File: config.mk
export PLATFORM = sky130hd
export DESIGN_NAME = crv_reset_values
export DESIGN_NICKNAME = d
export VERILOG_FILES = /design/src/crv_pkg.sv /design/src/crv_reset_values.sv
export VERILOG_INCLUDE_DIRS = /design/src /design/src/src
export SDC_FILE = /design/constraint.sdc
export NUM_CORES = 1
export LEC_CHECK = 0
export ABC_AREA = 1
export BUFFER_PORTS_ARGS = -buffer_cell sky130_fd_sc_hd__buf_2
export CAP_MARGIN = 20
export CORE_ASPECT_RATIO = 1.1
export CORE_MARGIN = 4
export CORE_UTILIZATION = 35
export CTS_BUF_LIST = sky130_fd_sc_hd__clkbuf_2
export CTS_CLUSTER_DIAMETER = 100
export DETAILED_ROUTE_END_ITERATION = 10
export HOLD_SLACK_MARGIN = 0.05
export SLEW_MARGIN = 25
export SYNTH_ARGS = -nofsm -noshare
export SYNTH_HDL_FRONTEND = slang
export SYNTH_SLANG_ARGS = --single-unit
File: constraint.sdc
create_clock -name mclk -period 17.45 [get_ports mclk]
set_input_delay 1.745 -clock mclk [delete_from_list [all_inputs] [get_ports mclk]]
set_output_delay 1.745 -clock mclk [all_outputs]
set_load 0.005 [all_outputs]
File: src/crv_params.svh
// constants for the cpu reset-value register bank
`ifndef CRV_PARAMS_SVH
`define CRV_PARAMS_SVH
// register indices on the plain register port
`define CRV_IDX_VPP     5'h00
`define CRV_IDX_HVPP    5'h01
`define CRV_IDX_CSA_A   5'h02
`define CRV_IDX_CSA_B   5'h03
`define CRV_IDX_CSA_C   5'h04
`define CRV_IDX_CSA_D   5'h05
`define CRV_IDX_CIE_LO  5'h06
`define CRV_IDX_CIE_HI  5'h07
`define CRV_IDX_IE_LO   5'h08
`define CRV_IDX_IE_HI   5'h09
`define CRV_IDX_IP_LO   5'h0a
`define CRV_IDX_IP_HI   5'h0b
`define CRV_IDX_RPT     5'h0c
`define CRV_IDX_ST0     5'h0d
`define CRV_IDX_ST1     5'h0e
`define CRV_IDX_ST2     5'h0f
`define CRV_IDX_T2      5'h10
// reset values, the software reset mask for status two and the vector low byte
`define CRV_VPP_RST     16'hffff
`define CRV_ST0_RST     16'h3800
`define CRV_ST1_RST     16'h2920
`define CRV_ST2_MASK    16'hff80
`define CRV_VEC_LOW     8'h00
// field positions
`define CRV_ST1_ASM_HI  4
`define CRV_ST1_XF      13
`define CRV_ST1_GLOBAL_IRQ_MASK    11
`define CRV_ST1_LEGACY  5
`endif

File: src/crv_pkg.sv
// types for the cpu reset-value register bank
package crv_pkg;
   typedef logic [15:0] crv_word_t;
   typedef logic [4:0]  crv_addr_t;
   typedef logic [23:0] crv_paddr_t;
   typedef enum logic [1:0] {CRV_RUN, CRV_VEC_FETCH} crv_state_e;
   typedef struct packed {
      crv_state_e state;
      crv_word_t  vpp;
      crv_word_t  hvpp;
      crv_word_t  csa_a;
      crv_word_t  csa_b;
      crv_word_t  csa_c;
      crv_word_t  csa_d;
      crv_word_t  cie_lo;
      crv_word_t  cie_hi;
      crv_word_t  ie_lo;
      crv_word_t  ie_hi;
      crv_word_t  ip_lo;
      crv_word_t  ip_hi;
      crv_word_t  rpt;
      crv_word_t  st0;
      crv_word_t  st1;
      crv_word_t  st2;
      crv_word_t  t2;
      crv_word_t  rdata;
      crv_paddr_t vec_addr;
      logic       vec_req;
   } crv_regs_s;
endpackage

File: src/crv_reset_values.sv
// cpu control/status register bank with hardware and software reset values
//
// The implementer's own choices: the strobed register port and the register addresses.
`include "crv_params.svh"
module crv_reset_values (
   input  wire logic             mclk,
   input  wire logic             rst,
   input  wire logic             clk_en,
   input  wire logic             sw_reset,
   input  wire crv_pkg::crv_addr_t reg_addr,
   input  wire crv_pkg::crv_word_t reg_wdata,
   input  wire logic             reg_wr,
   input  wire logic             reg_rd,
   output crv_pkg::crv_word_t    reg_rdata,
   output logic                  external_flag_pin,
   output logic                  global_irq_mask,
   output logic                  legacy_compat_mode,
   output logic                  vec_fetch_req,
   output crv_pkg::crv_paddr_t   vec_fetch_addr
);
   import crv_pkg::*;

   crv_regs_s cur_ff;
   crv_regs_s nxt_regs;
   crv_word_t rd_val;

   // read mux; unmapped indices read zero
   always_comb begin
      rd_val = '0;
      if (reg_addr == `CRV_IDX_VPP) begin
         rd_val = cur_ff.vpp;
      end else if (reg_addr == `CRV_IDX_HVPP) begin
         rd_val = cur_ff.hvpp;
      end else if (reg_addr == `CRV_IDX_CSA_A) begin
         rd_val = cur_ff.csa_a;
      end else if (reg_addr == `CRV_IDX_CSA_B) begin
         rd_val = cur_ff.csa_b;
      end else if (reg_addr == `CRV_IDX_CSA_C) begin
         rd_val = cur_ff.csa_c;
      end else if (reg_addr == `CRV_IDX_CSA_D) begin
         rd_val = cur_ff.csa_d;
      end else if (reg_addr == `CRV_IDX_CIE_LO) begin
         rd_val = cur_ff.cie_lo;
      end else if (reg_addr == `CRV_IDX_CIE_HI) begin
         rd_val = cur_ff.cie_hi;
      end else if (reg_addr == `CRV_IDX_IE_LO) begin
         rd_val = cur_ff.ie_lo;
      end else if (reg_addr == `CRV_IDX_IE_HI) begin
         rd_val = cur_ff.ie_hi;
      end else if (reg_addr == `CRV_IDX_IP_LO) begin
         rd_val = cur_ff.ip_lo;
      end else if (reg_addr == `CRV_IDX_IP_HI) begin
         rd_val = cur_ff.ip_hi;
      end else if (reg_addr == `CRV_IDX_RPT) begin
         rd_val = cur_ff.rpt;
      end else if (reg_addr == `CRV_IDX_ST0) begin
         rd_val = cur_ff.st0;
      end else if (reg_addr == `CRV_IDX_ST1) begin
         rd_val = cur_ff.st1;
      end else if (reg_addr == `CRV_IDX_ST2) begin
         rd_val = cur_ff.st2;
      end else if (reg_addr == `CRV_IDX_T2) begin
         rd_val = cur_ff.t2;
      end
   end

   // next state: register writes, then software reset overrides them
   always_comb begin
      nxt_regs = cur_ff;
      nxt_regs.vec_req = 1'b0;
      if (reg_rd) begin
         nxt_regs.rdata = rd_val;
      end
      if (reg_wr) begin
         if (reg_addr == `CRV_IDX_VPP) begin
            nxt_regs.vpp = reg_wdata;
         end else if (reg_addr == `CRV_IDX_HVPP) begin
            nxt_regs.hvpp = reg_wdata;
         end else if (reg_addr == `CRV_IDX_CSA_A) begin
            nxt_regs.csa_a = reg_wdata;
         end else if (reg_addr == `CRV_IDX_CSA_B) begin
            nxt_regs.csa_b = reg_wdata;
         end else if (reg_addr == `CRV_IDX_CSA_C) begin
            nxt_regs.csa_c = reg_wdata;
         end else if (reg_addr == `CRV_IDX_CSA_D) begin
            nxt_regs.csa_d = reg_wdata;
         end else if (reg_addr == `CRV_IDX_CIE_LO) begin
            nxt_regs.cie_lo = reg_wdata;
         end else if (reg_addr == `CRV_IDX_CIE_HI) begin
            nxt_regs.cie_hi = reg_wdata;
         end else if (reg_addr == `CRV_IDX_IE_LO) begin
            nxt_regs.ie_lo = reg_wdata;
         end else if (reg_addr == `CRV_IDX_IE_HI) begin
            nxt_regs.ie_hi = reg_wdata;
         end else if (reg_addr == `CRV_IDX_IP_LO) begin
            nxt_regs.ip_lo = reg_wdata;
         end else if (reg_addr == `CRV_IDX_IP_HI) begin
            nxt_regs.ip_hi = reg_wdata;
         end else if (reg_addr == `CRV_IDX_RPT) begin
            nxt_regs.rpt = reg_wdata;
         end else if (reg_addr == `CRV_IDX_ST0) begin
            nxt_regs.st0 = reg_wdata;
         end else if (reg_addr == `CRV_IDX_ST1) begin
            nxt_regs.st1 = reg_wdata;
         end else if (reg_addr == `CRV_IDX_ST2) begin
            nxt_regs.st2 = reg_wdata;
         end else if (reg_addr == `CRV_IDX_T2) begin
            nxt_regs.t2 = reg_wdata;
         end
      end
      // the fetch request goes out one cycle after either reset
      case (cur_ff.state)
         CRV_VEC_FETCH: begin
            nxt_regs.vec_req = 1'b1;
            nxt_regs.state   = CRV_RUN;
         end
         default: begin
            nxt_regs.state = CRV_RUN;
         end
      endcase
      if (sw_reset) begin
         nxt_regs.ip_lo = '0;
         nxt_regs.ip_hi = '0;
         nxt_regs.st0 = `CRV_ST0_RST;
         nxt_regs.st0 = `CRV_ST0_RST;
         nxt_regs.st1 = `CRV_ST1_RST;
         nxt_regs.t2  = '0;
         nxt_regs.st2 = cur_ff.st2 & `CRV_ST2_MASK;
         nxt_regs.vpp   = cur_ff.vpp;
         nxt_regs.state = CRV_VEC_FETCH;
      end
   end

   // single state register; hardware reset gives every documented value
   always_ff @(posedge mclk or posedge rst) begin
      if (rst) begin
         cur_ff          <= '0;
         cur_ff.vpp      <= `CRV_VPP_RST;
         cur_ff.hvpp     <= `CRV_VPP_RST;
         cur_ff.st0      <= `CRV_ST0_RST;
         cur_ff.st1      <= `CRV_ST1_RST;
         cur_ff.state    <= CRV_VEC_FETCH;
      end else if (clk_en) begin
         cur_ff <= nxt_regs;
      end
   end

   // outputs straight from the state register
   assign reg_rdata          = cur_ff.rdata;
   assign external_flag_pin  = cur_ff.st1[`CRV_ST1_XF];
   assign global_irq_mask    = cur_ff.st1[`CRV_ST1_GLOBAL_IRQ_MASK];
   assign legacy_compat_mode = cur_ff.st1[`CRV_ST1_LEGACY];
   assign vec_fetch_req      = cur_ff.vec_req;
   assign vec_fetch_addr     = {cur_ff.vpp, `CRV_VEC_LOW};
endmodule // crv_reset_values

Word-level counts from Yosys, hierarchy flattened
Cells that the tools add are included. Widths: inputs -> output; s select.

Flip-flop bits (word level): 291. Latch bits: 0. Memory bits (writable): 0. Bits in read-only memories: 0. Bits of input ports: 27. Output and inout bits: 44. Logic and storage cells: 152. Memories: 0.

Add/sub/neg operators: 0. Multiply operators: 0. Divide/modulo/power cells: 0. Order comparisons: 0. Eq/ne operators: 33. Shift operators: 0. Mux-type cells: 55. Bitwise gates (word level): 16. Reductions and logical operators: 27.

Operator list (count): $mux 16 (35); $mux 272 (1); $mux 256 (1); $mux 240 (1); $mux 224 (1); $mux 208 (1); $mux 192 (1); $mux 176 (1); $mux 160 (1); $mux 144 (1); $mux 128 (1); $mux 64 (2); $mux 112 (1); $mux 96 (1); $mux 80 (1); $mux 32 (2); $mux 48 (1); $eq 5x4->1 const B (8); $reduce_and 19->1 (2); $ne 2x2->1 const B (16); $eq 5x3->1 const B (4); $reduce_and 18->1 (1); $mux 17 (1); $reduce_and 17->1 (1); 22 further kinds (45).

Longest topological paths before layout
Gate-level depths: netlist (run 1).

Depth after elaboration: 20. Depth in mapped cells: 16. Gate-level depth less buffers: 16.

Worst setup path before layout (run 1)
OpenSTA, ideal clock, no wires.

Path type: in2reg. Start: input port reg_addr[4]. End: register cur_ff[121] in the netlist's numbering. Library setup time: 128 ps. Data arrival time: 3078 ps. Required time: 17322 ps. Slack: 14244 ps. Stages: 12. Path buffers: 1. Cells stage by stage: inv_2 > nand2_4 > nor2_4 > nand2_2 > nand2_2 > inv_2 > a21oi_1 > nor2_2 > inv_2 > a21oi_1 > buf_2 > mux2_1.

Longest elaborated chain between the ends: 3. Elaborated cells between the ends (all ways): 25. Classes of those cells: 22 x eq/ne; 3 x reduce/logical.

RTL lines: start, declared (RTL line crv_reset_values.sv:10) `input wire crv_pkg::crv_addr_t reg_addr,`; $eq 5x4->1 (no line) (tied with other cells); $ne 2x2->1 (no line) / $reduce_bool 2->1 (equally long branches); $reduce_and 14->1 (no line) (*); end signal, assigned (RTL line crv_reset_values.sv:144) `cur_ff <= nxt_regs;`; end, declared (RTL line crv_reset_values.sv:23) `crv_regs_s cur_ff;`.

Mark *: on every way between the ends. The rest lies on a longest branch, timed or not. A chain may end at the register's enable or synchronous reset.

Worst setup path in the final report (run 1)
Start: input port reg_addr[4]. End: register cur_ff[91] in the netlist's numbering.

Longest elaborated chain between the ends: 3. Elaborated cells between the ends (all ways): 29. Classes of those cells: 26 x eq/ne; 3 x reduce/logical.

RTL lines: $eq 5x4->1 (no line) (tied with other cells); $ne 2x2->1 (no line) / $reduce_bool 2->1 (equally long branches); $reduce_and 16->1 (no line) (*).

Marked as above.

==> flow_summary_export.csv, run 1 <==
group,metric,value,unit
place,gp_congestion,0.924,
cells_and_area,layout-drive-gt1-share,19.6,%
synth,async_flop_share,100,%
power_and_ir_drop,p_comb_share,11.8,%
synth,yosys-top-cells-area,"dfrtp_1, nand2_1, dfstp_2, o21ai_0, inv_1",
synth,synth_area_leader_cell,"dfrtp_1",
detailed_routing,wl_met1,18.3,mm
worst_setup_path,cp.required,18.17,ns
detailed_routing,vias_per_cell,5.11,
worst_setup_path,cp-start-kind,"input pin",
synth,synth_edf_count,0,
power_and_ir_drop,p_int,1.03,mW
global_route,grt_pass1_vias,11200,
floorplanning,die_w,196,microns
clock_network,clk_pin_slew,0.09,ns
detailed_routing,antenna_left,0,
sta,hold_violations,0,
power_and_ir_drop,ir_worst_vdd,0.0439,mV
power_and_ir_drop,p_clk_share,34.1,%
global_route,grt_pass1_wl,65.5,mm
sta,post-route-period-util,20.8,%
floorplanning,io_pins,71,
floorplanning,rows,75,
floorplanning,dieArea,42200,sq um
clock_network,cts_setup_buffers,0,
worst_setup_path,endpoint_kind,"flop",
clock_network,cts-resized-gates,0,
detailed_routing,drt_iter0_drc,947,
floorplanning,die_h,215,microns
sta,max_freq,275,MHz
power_and_ir_drop,power_leakage,7.08,nW
sta,rsz0062_at_grt,"false",
sta,tightestPinTransition,1.03,ns
detailed_routing,routed_wl,41.9,mm
clock_network,clock_sinks,290,
global_route,antenna_found_initial,1,
clock_network,clk_latency,0.91,ns
min_path,worstHoldStart,"reg_rdata[3]$_DFFE_PP0P_",
detailed_routing,wl_met3,2.59,mm
synth,synth_cell_types,43,
min_path,min_to,"reg_rdata[3]$_DFFE_PP0P_",
detailed_routing,via_count,11300,
place,port_buffers,62,
sta,fin_crit,3.64,ns
worst_setup_path,r2r-start,"cur_ff[46]$_DFFE_PP0P_",
synth,netlist_top_cells_count,"nand2_1, dfrtp_1, o21ai_0",
floorplanning,core-area,38400,sq um
clock_network,numCtsBuffers,76,
worst_setup_path,cp_max_fo,21,
run_status,status,"completed",
detailed_routing,highest_layer,"met4",
global_route,grt_max_degree,188,
sta,max_slew_margin,31.4,%
synth,synth_area,13600,sq um
worst_setup_path,reg2reg_depth,10,
synth,synth_warnings,0,
detailed_routing,wl_per_cell,18.9,microns
detailed_routing,drc,0,
power_and_ir_drop,power_density,99.4,nW/um^2
sta,fin_tns_setup,0,ns
synth,syn_inst,1627,
power_and_ir_drop,seqPwrFrac,54.1,%
synth,synth_seq_area_share,53.5,%
synth,syn_area_per_cell,8.39,sq um
worst_setup_path,r2r_end,"reg_rdata[5]$_DFFE_PP0P_",
synth,synth-seq-cells,290,
worst_setup_path,r2r_slack,15.68,ns
cells_and_area,synthToLayoutAreaGrowth,8.44,%
worst_setup_path,crit_arrival,4.35,ns
place,dp.final_hpwl,28.7,mm
clock_network,cts.hold.buffers_added,0,
cells_and_area,postLayoutCoreUtil,38.6,%
worst_setup_path,setup.worst_path.class,"in -> reg",
clock_network,cts_htree_levels,3,
cells_and_area,nFillCells,3935,
cells_and_area,finalNetCount,1682,
clock_network,root_buffer,"clkbuf_2",
sta,drv_slew,0,
power_and_ir_drop,p_sw_share,30.2,%
synth,synth.top_cell.area_share,45.8,%
floorplanning,start_util,35.6,%
min_path,whs_path_depth,2,
detailed_routing,dr_wl_met2,19.8,mm
global_route,grt-ovfl-total,0,
flow_run,cap_violations,0,
clock_network,cts.path.max_buffers,3,
min_path,hold_path.class,"reg -> reg",
synth,yosys.cell_count.top_type,"nand2_1",
clock_network,cts_tree,"done",
synth,synth-main-ff-cell,"dfrtp_1",
sta,finClkSkew,0.0423,ns
detailed_routing,firstDrtPassIters,6,
sta,setup_viol,0,
global_route,grt_usage,19.6,%
power_and_ir_drop,p_sw,445,uW
[cell usage in the layout, fill, tap and decap left out, types with 7 or more instances in the layout]
cell type and instances:
clkinv_1 17, buf_4 7, nand2_2 13, dfrtp_1 250, or2_0 13, buf_2 62, nor2_2 8, o21ai_2 9
nor2_4 9, nor3_1 14, o21ai_0 207, inv_1 101, nor2_1 68, inv_2 26, conb_1 8, o21ai_1 31
a21oi_1 40, a221oi_1 27, a22o_1 7, o22ai_1 30, nand2_1 484, nand4_1 23, dfstp_2 40, nand3_1 40
clkbuf_2 113, or2_2 27
[routing by layer]
layer / global-route usage, % / up-vias
li1: - / 5378
met1: 26.9 / 5430
met2: 31.4 / 408
met3: 3.60 / 73
met4: 6.70 / 0
met5: 0 / -
[critical path, cell delays in order]
cell,delay (ns)
buf_2,0.13
inv_2,0.10
nand3_2,0.12
inv_2,0.07
nand2_1,0.41
a21oi_1,0.17
nor2_2,0.11
inv_2,0.06
a21oi_1,0.65
inv_1,0.53
nand2_1,0.15
o21ai_0,0.09
[flip-flops by register name (all words and copies together), names as in the netlist]
signal	count
cur_ff	254
reg_rdata	16
vec_fetch_addr	16
external_flag_pin	1
global_irq_mask	1
legacy_compat_mode	1
vec_fetch_req	1
[final cells by class]
| class | instances | area (sq um) | share of cell area (%) |
|---|---|---|---|
| clock inverter | 20 | 155 | 1.05 |
| tap | 500 | 626 | 4.23 |
| timing repair buffer | 71 | 410 | 2.77 |
| clock buffer | 113 | 566 | 3.82 |
| sequential | 290 | 7310 | 49.4 |
| multi-input combinational | 1086 | 5240 | 35.4 |
| inverter | 130 | 497 | 3.36 |
| antenna | 1 | 2.50 | 0.0169 |
[logic make-up (layout without fill, tap and decap cells)]
logic type	after synthesis	after routing	synth area share, %
AO/OA/AOI/OAI	362	362	15.0
buffers and inverters	258	334	8.44
flip-flops	290	290	53.5
multiplexers	5	5	0.412
other	1	9	0.0275
AND/OR/NAND/NOR	711	711	22.6
[stage by stage]
step                      power (mW)  hold WS [ns]  cell area (sq um)  std cells  setup slack [ns]
after floorplan                0.924         0.446              13700       1634              7.77
after global placement         0.975         0.458              14000       2076             13.06
after detailed placement       0.980         0.462              14000       2076             12.99
after CTS                       1.48         0.489              14700       2209             13.90
after global routing            1.56         0.506              14800       2211             13.55
final                           1.47         0.484              14800       2211             13.81
[worst max-delay path by stage]
stage | slack (ns) | to | cells past startpoint | start
6_report | 13.81 | cur_ff[91]$_DFFE_PP0P_ | 12 | reg_addr[4]
5_1_grt | 13.55 | cur_ff[91]$_DFFE_PP0P_ | 12 | reg_addr[4]
3_5_place_dp | 12.99 | cur_ff[91]$_DFFE_PP0P_ | 12 | reg_addr[4]
2_1_floorplan | 7.77 | cur_ff[103]$_DFFE_PP0P_ | 1 | rst
4_1_cts | 13.90 | cur_ff[91]$_DFFE_PP0P_ | 11 | reg_addr[4]
3_3_place_gp | 13.06 | cur_ff[99]$_DFFE_PP0P_ | 12 | reg_addr[4]
[power groups by stage]
stage | logic, mW | clock network (mW) | registers (mW)
floorplan | 0.128 | 0 | 0.796
detailed placement | 0.173 | 0 | 0.808
global route | 0.198 | 0.554 | 0.806
global placement | 0.169 | 0 | 0.806
CTS | 0.173 | 0.516 | 0.796
finish | 0.173 | 0.502 | 0.797
(Power assumes the default switching activity.)
==> inputs of run 2 (changes only) <==
clock period = 3.5 ns   (was 17.45 ns; I/O delays follow)
==> flow_summary_export.csv, run 2 (synthesis results as in run 1) <==
group,metric,value,unit
run_status,status,"completed",
min_path,hold_path.class,"in -> reg",
floorplanning,die_h,215,microns
cells_and_area,final_cell_mix,"nand2_1, dfrtp_1, o21ai_0, clkbuf_2, inv_1",
global_route,grt_pass1_vias,11500,
power_and_ir_drop,seqPwrFrac,53.6,%
worst_setup_path,cp_max_fo,21,
detailed_routing,wl_per_cell,18.7,microns
global_route,grt_usage,19.9,%
worst_setup_path,cp-start-kind,"input pin",
detailed_routing,antenna_left,0,
detailed_routing,drc,0,
worst_setup_path,r2r_end,"reg_rdata[4]$_DFFE_PP0P_",
floorplanning,io_pins,71,
clock_network,numCtsBuffers,76,
cells_and_area,regMostFlops,"cur_ff",
power_and_ir_drop,p_sw_share,29.7,%
sta,finClkSkew,0.0688,ns
detailed_routing,routed_wl,42.2,mm
power_and_ir_drop,p_comb_share,12.1,%
sta,tightestPinTransition,1.01,ns
detailed_routing,firstDrtPassIters,6,
global_route,antenna_found_initial,2,
clock_network,cts_tree,"done",
worst_setup_path,worstSetupStartpoint,"reg_addr[2]",
clock_network,clock_sinks,290,
power_and_ir_drop,power_density,488,nW/um^2
worst_setup_path,reg2reg_depth,10,
power_and_ir_drop,power_leakage,7.28,nW
clock_network,clk_latency,0.89,ns
global_route,grt-ovfl-total,0,
sta,drv_slew,0,
cells_and_area,largest_reg_flops,254,
detailed_routing,via_count,11500,
worst_setup_path,setup.worst_path.class,"in -> reg",
worst_setup_path,endpoint_kind,"flop",
flow_run,cap_violations,0,
min_path,min_to,"cur_ff[57]$_DFFE_PP0P_",
min_path,worstHoldStart,"reg_addr[4]",
sta,max_slew_margin,32.7,%
floorplanning,start_util,35.6,%
clock_network,cts_setup_buffers,0,
min_path,whs_path_depth,5,
clock_network,cts_htree_levels,3,
detailed_routing,vias_per_cell,5.10,
place,gp_congestion,0.949,
place,dp.final_hpwl,29.2,mm
sta,fin_tns_setup,0,ns
power_and_ir_drop,p_sw,2.20,mW
power_and_ir_drop,p_total,7.41,mW
place,port_buffers,62,
floorplanning,dieArea,42200,sq um
cells_and_area,multiInputGateArea,5220,sq um
cells_and_area,finalNetCount,1722,
power_and_ir_drop,p_int,5.21,mW
worst_setup_path,r2r_slack,1.82,ns
cells_and_area,finalNonFillerCells,2251,
global_route,grt_pass1_wl,66.3,mm
sta,hold_violations,0,
sta,post-route-period-util,87.7,%
sta,setup_viol,0,
worst_setup_path,cp.required,4.22,ns
power_and_ir_drop,p_clk_share,34.3,%
cells_and_area,nFillCells,3903,
worst_setup_path,r2r-start,"cur_ff[77]$_DFFE_PP0P_",
cells_and_area,register_area,7310,sq um
clock_network,cts.path.max_buffers,3,
sta,fin_crit,3.07,ns
global_route,grt_max_degree,85,
floorplanning,core-area,38400,sq um
power_and_ir_drop,ir_worst_vdd,0.243,mV
cells_and_area,final_common_cell,"nand2_1",
cells_and_area,synthToLayoutAreaGrowth,11.1,%
sta,rsz0062_at_grt,"false",
sta,max_freq,326,MHz
clock_network,clk_pin_slew,0.10,ns
place,placedCellCount,2093,
sta,holdWs,0.158,ns
clock_network,root_buffer,"clkbuf_2",
floorplanning,rows,75,
worst_setup_path,crit_arrival,3.79,ns
cells_and_area,layout-drive-gt1-share,20.4,%
detailed_routing,drt_iter0_drc,937,
floorplanning,die_w,196,microns
[run 2: layer usage]
layer	global-route usage [%]	part of all wire [%]	vias up
met5	0	0	-
met2	31.7	47	457
met3	3.88	6.9	97
met4	8.19	3.7	0
li1	-	-	5456
met1	26.5	42	5463
[run 2: final cells by class]
type | count | share of cell area, %
Antenna cell | 2 | 0.0330
Clock buffer | 124 | 4.09
Clock inverter | 8 | 0.726
Inverter | 130 | 3.25
Multi-Input combinational cell | 1086 | 34.4
Sequential cell | 290 | 48.2
Tap cell | 500 | 4.12
Timing Repair Buffer | 111 | 5.20
[run 2: critical path, cell delays in order]
cell           delay, ns
dlygate4sd3_1       0.52
buf_2               0.17
nor2_4              0.08
dlygate4sd3_1       0.61
nand2_4             0.11
nand2_1             0.08
nand2_1             0.11
inv_2               0.05
nor2_2              0.11
inv_2               0.06
a21oi_1             0.68
inv_1               0.56
nand2_1             0.17
o21ai_0             0.10
[run 2: metrics by stage]
step                worst slack (ns)  area (sq um)  util [%]
floorplan                     -0.665         13700         -
global placement               0.466         14200      37.0
detailed placement             0.403         14200      37.0
CTS                            0.537         15200      39.5
global route                   0.115         15200      39.5
finish                         0.430         15200      39.5
[run 2: worst max-delay path by stage]
| stage | to | slack [ns] | cells after the start |
|---|---|---|---|
| 2_1_floorplan | cur_ff[103]$_DFFE_PP0P_ | -0.66 | 1 |
| 3_3_place_gp | cur_ff[104]$_DFFE_PP0P_ | 0.47 | 14 |
| 3_5_place_dp | cur_ff[93]$_DFFE_PP0P_ | 0.40 | 14 |
| 4_1_cts | cur_ff[93]$_DFFE_PP0P_ | 0.54 | 14 |
| 5_1_grt | cur_ff[91]$_DFFE_PP0P_ | 0.12 | 13 |
| 6_report | cur_ff[93]$_DFFE_PP0P_ | 0.43 | 14 |
[run 2: repair_timing]
action,4_1_cts,5_1_grt
endpoints found under the hold margin,306,0
setup endpoints to repair,0,0
resized for setup,0,0
hold buffers,24,0
[run 2: power by group through the flow]
stage / clock [mW] / combinational [mW] / sequential (mW)
2_1_floorplan: 0 / 0.638 / 3.97
3_3_place_gp: 0 / 0.858 / 4.02
3_5_place_dp: 0 / 0.878 / 4.03
4_1_cts: 2.61 / 0.901 / 3.97
5_1_grt: 2.79 / 1.02 / 4.02
6_report: 2.54 / 0.895 / 3.97
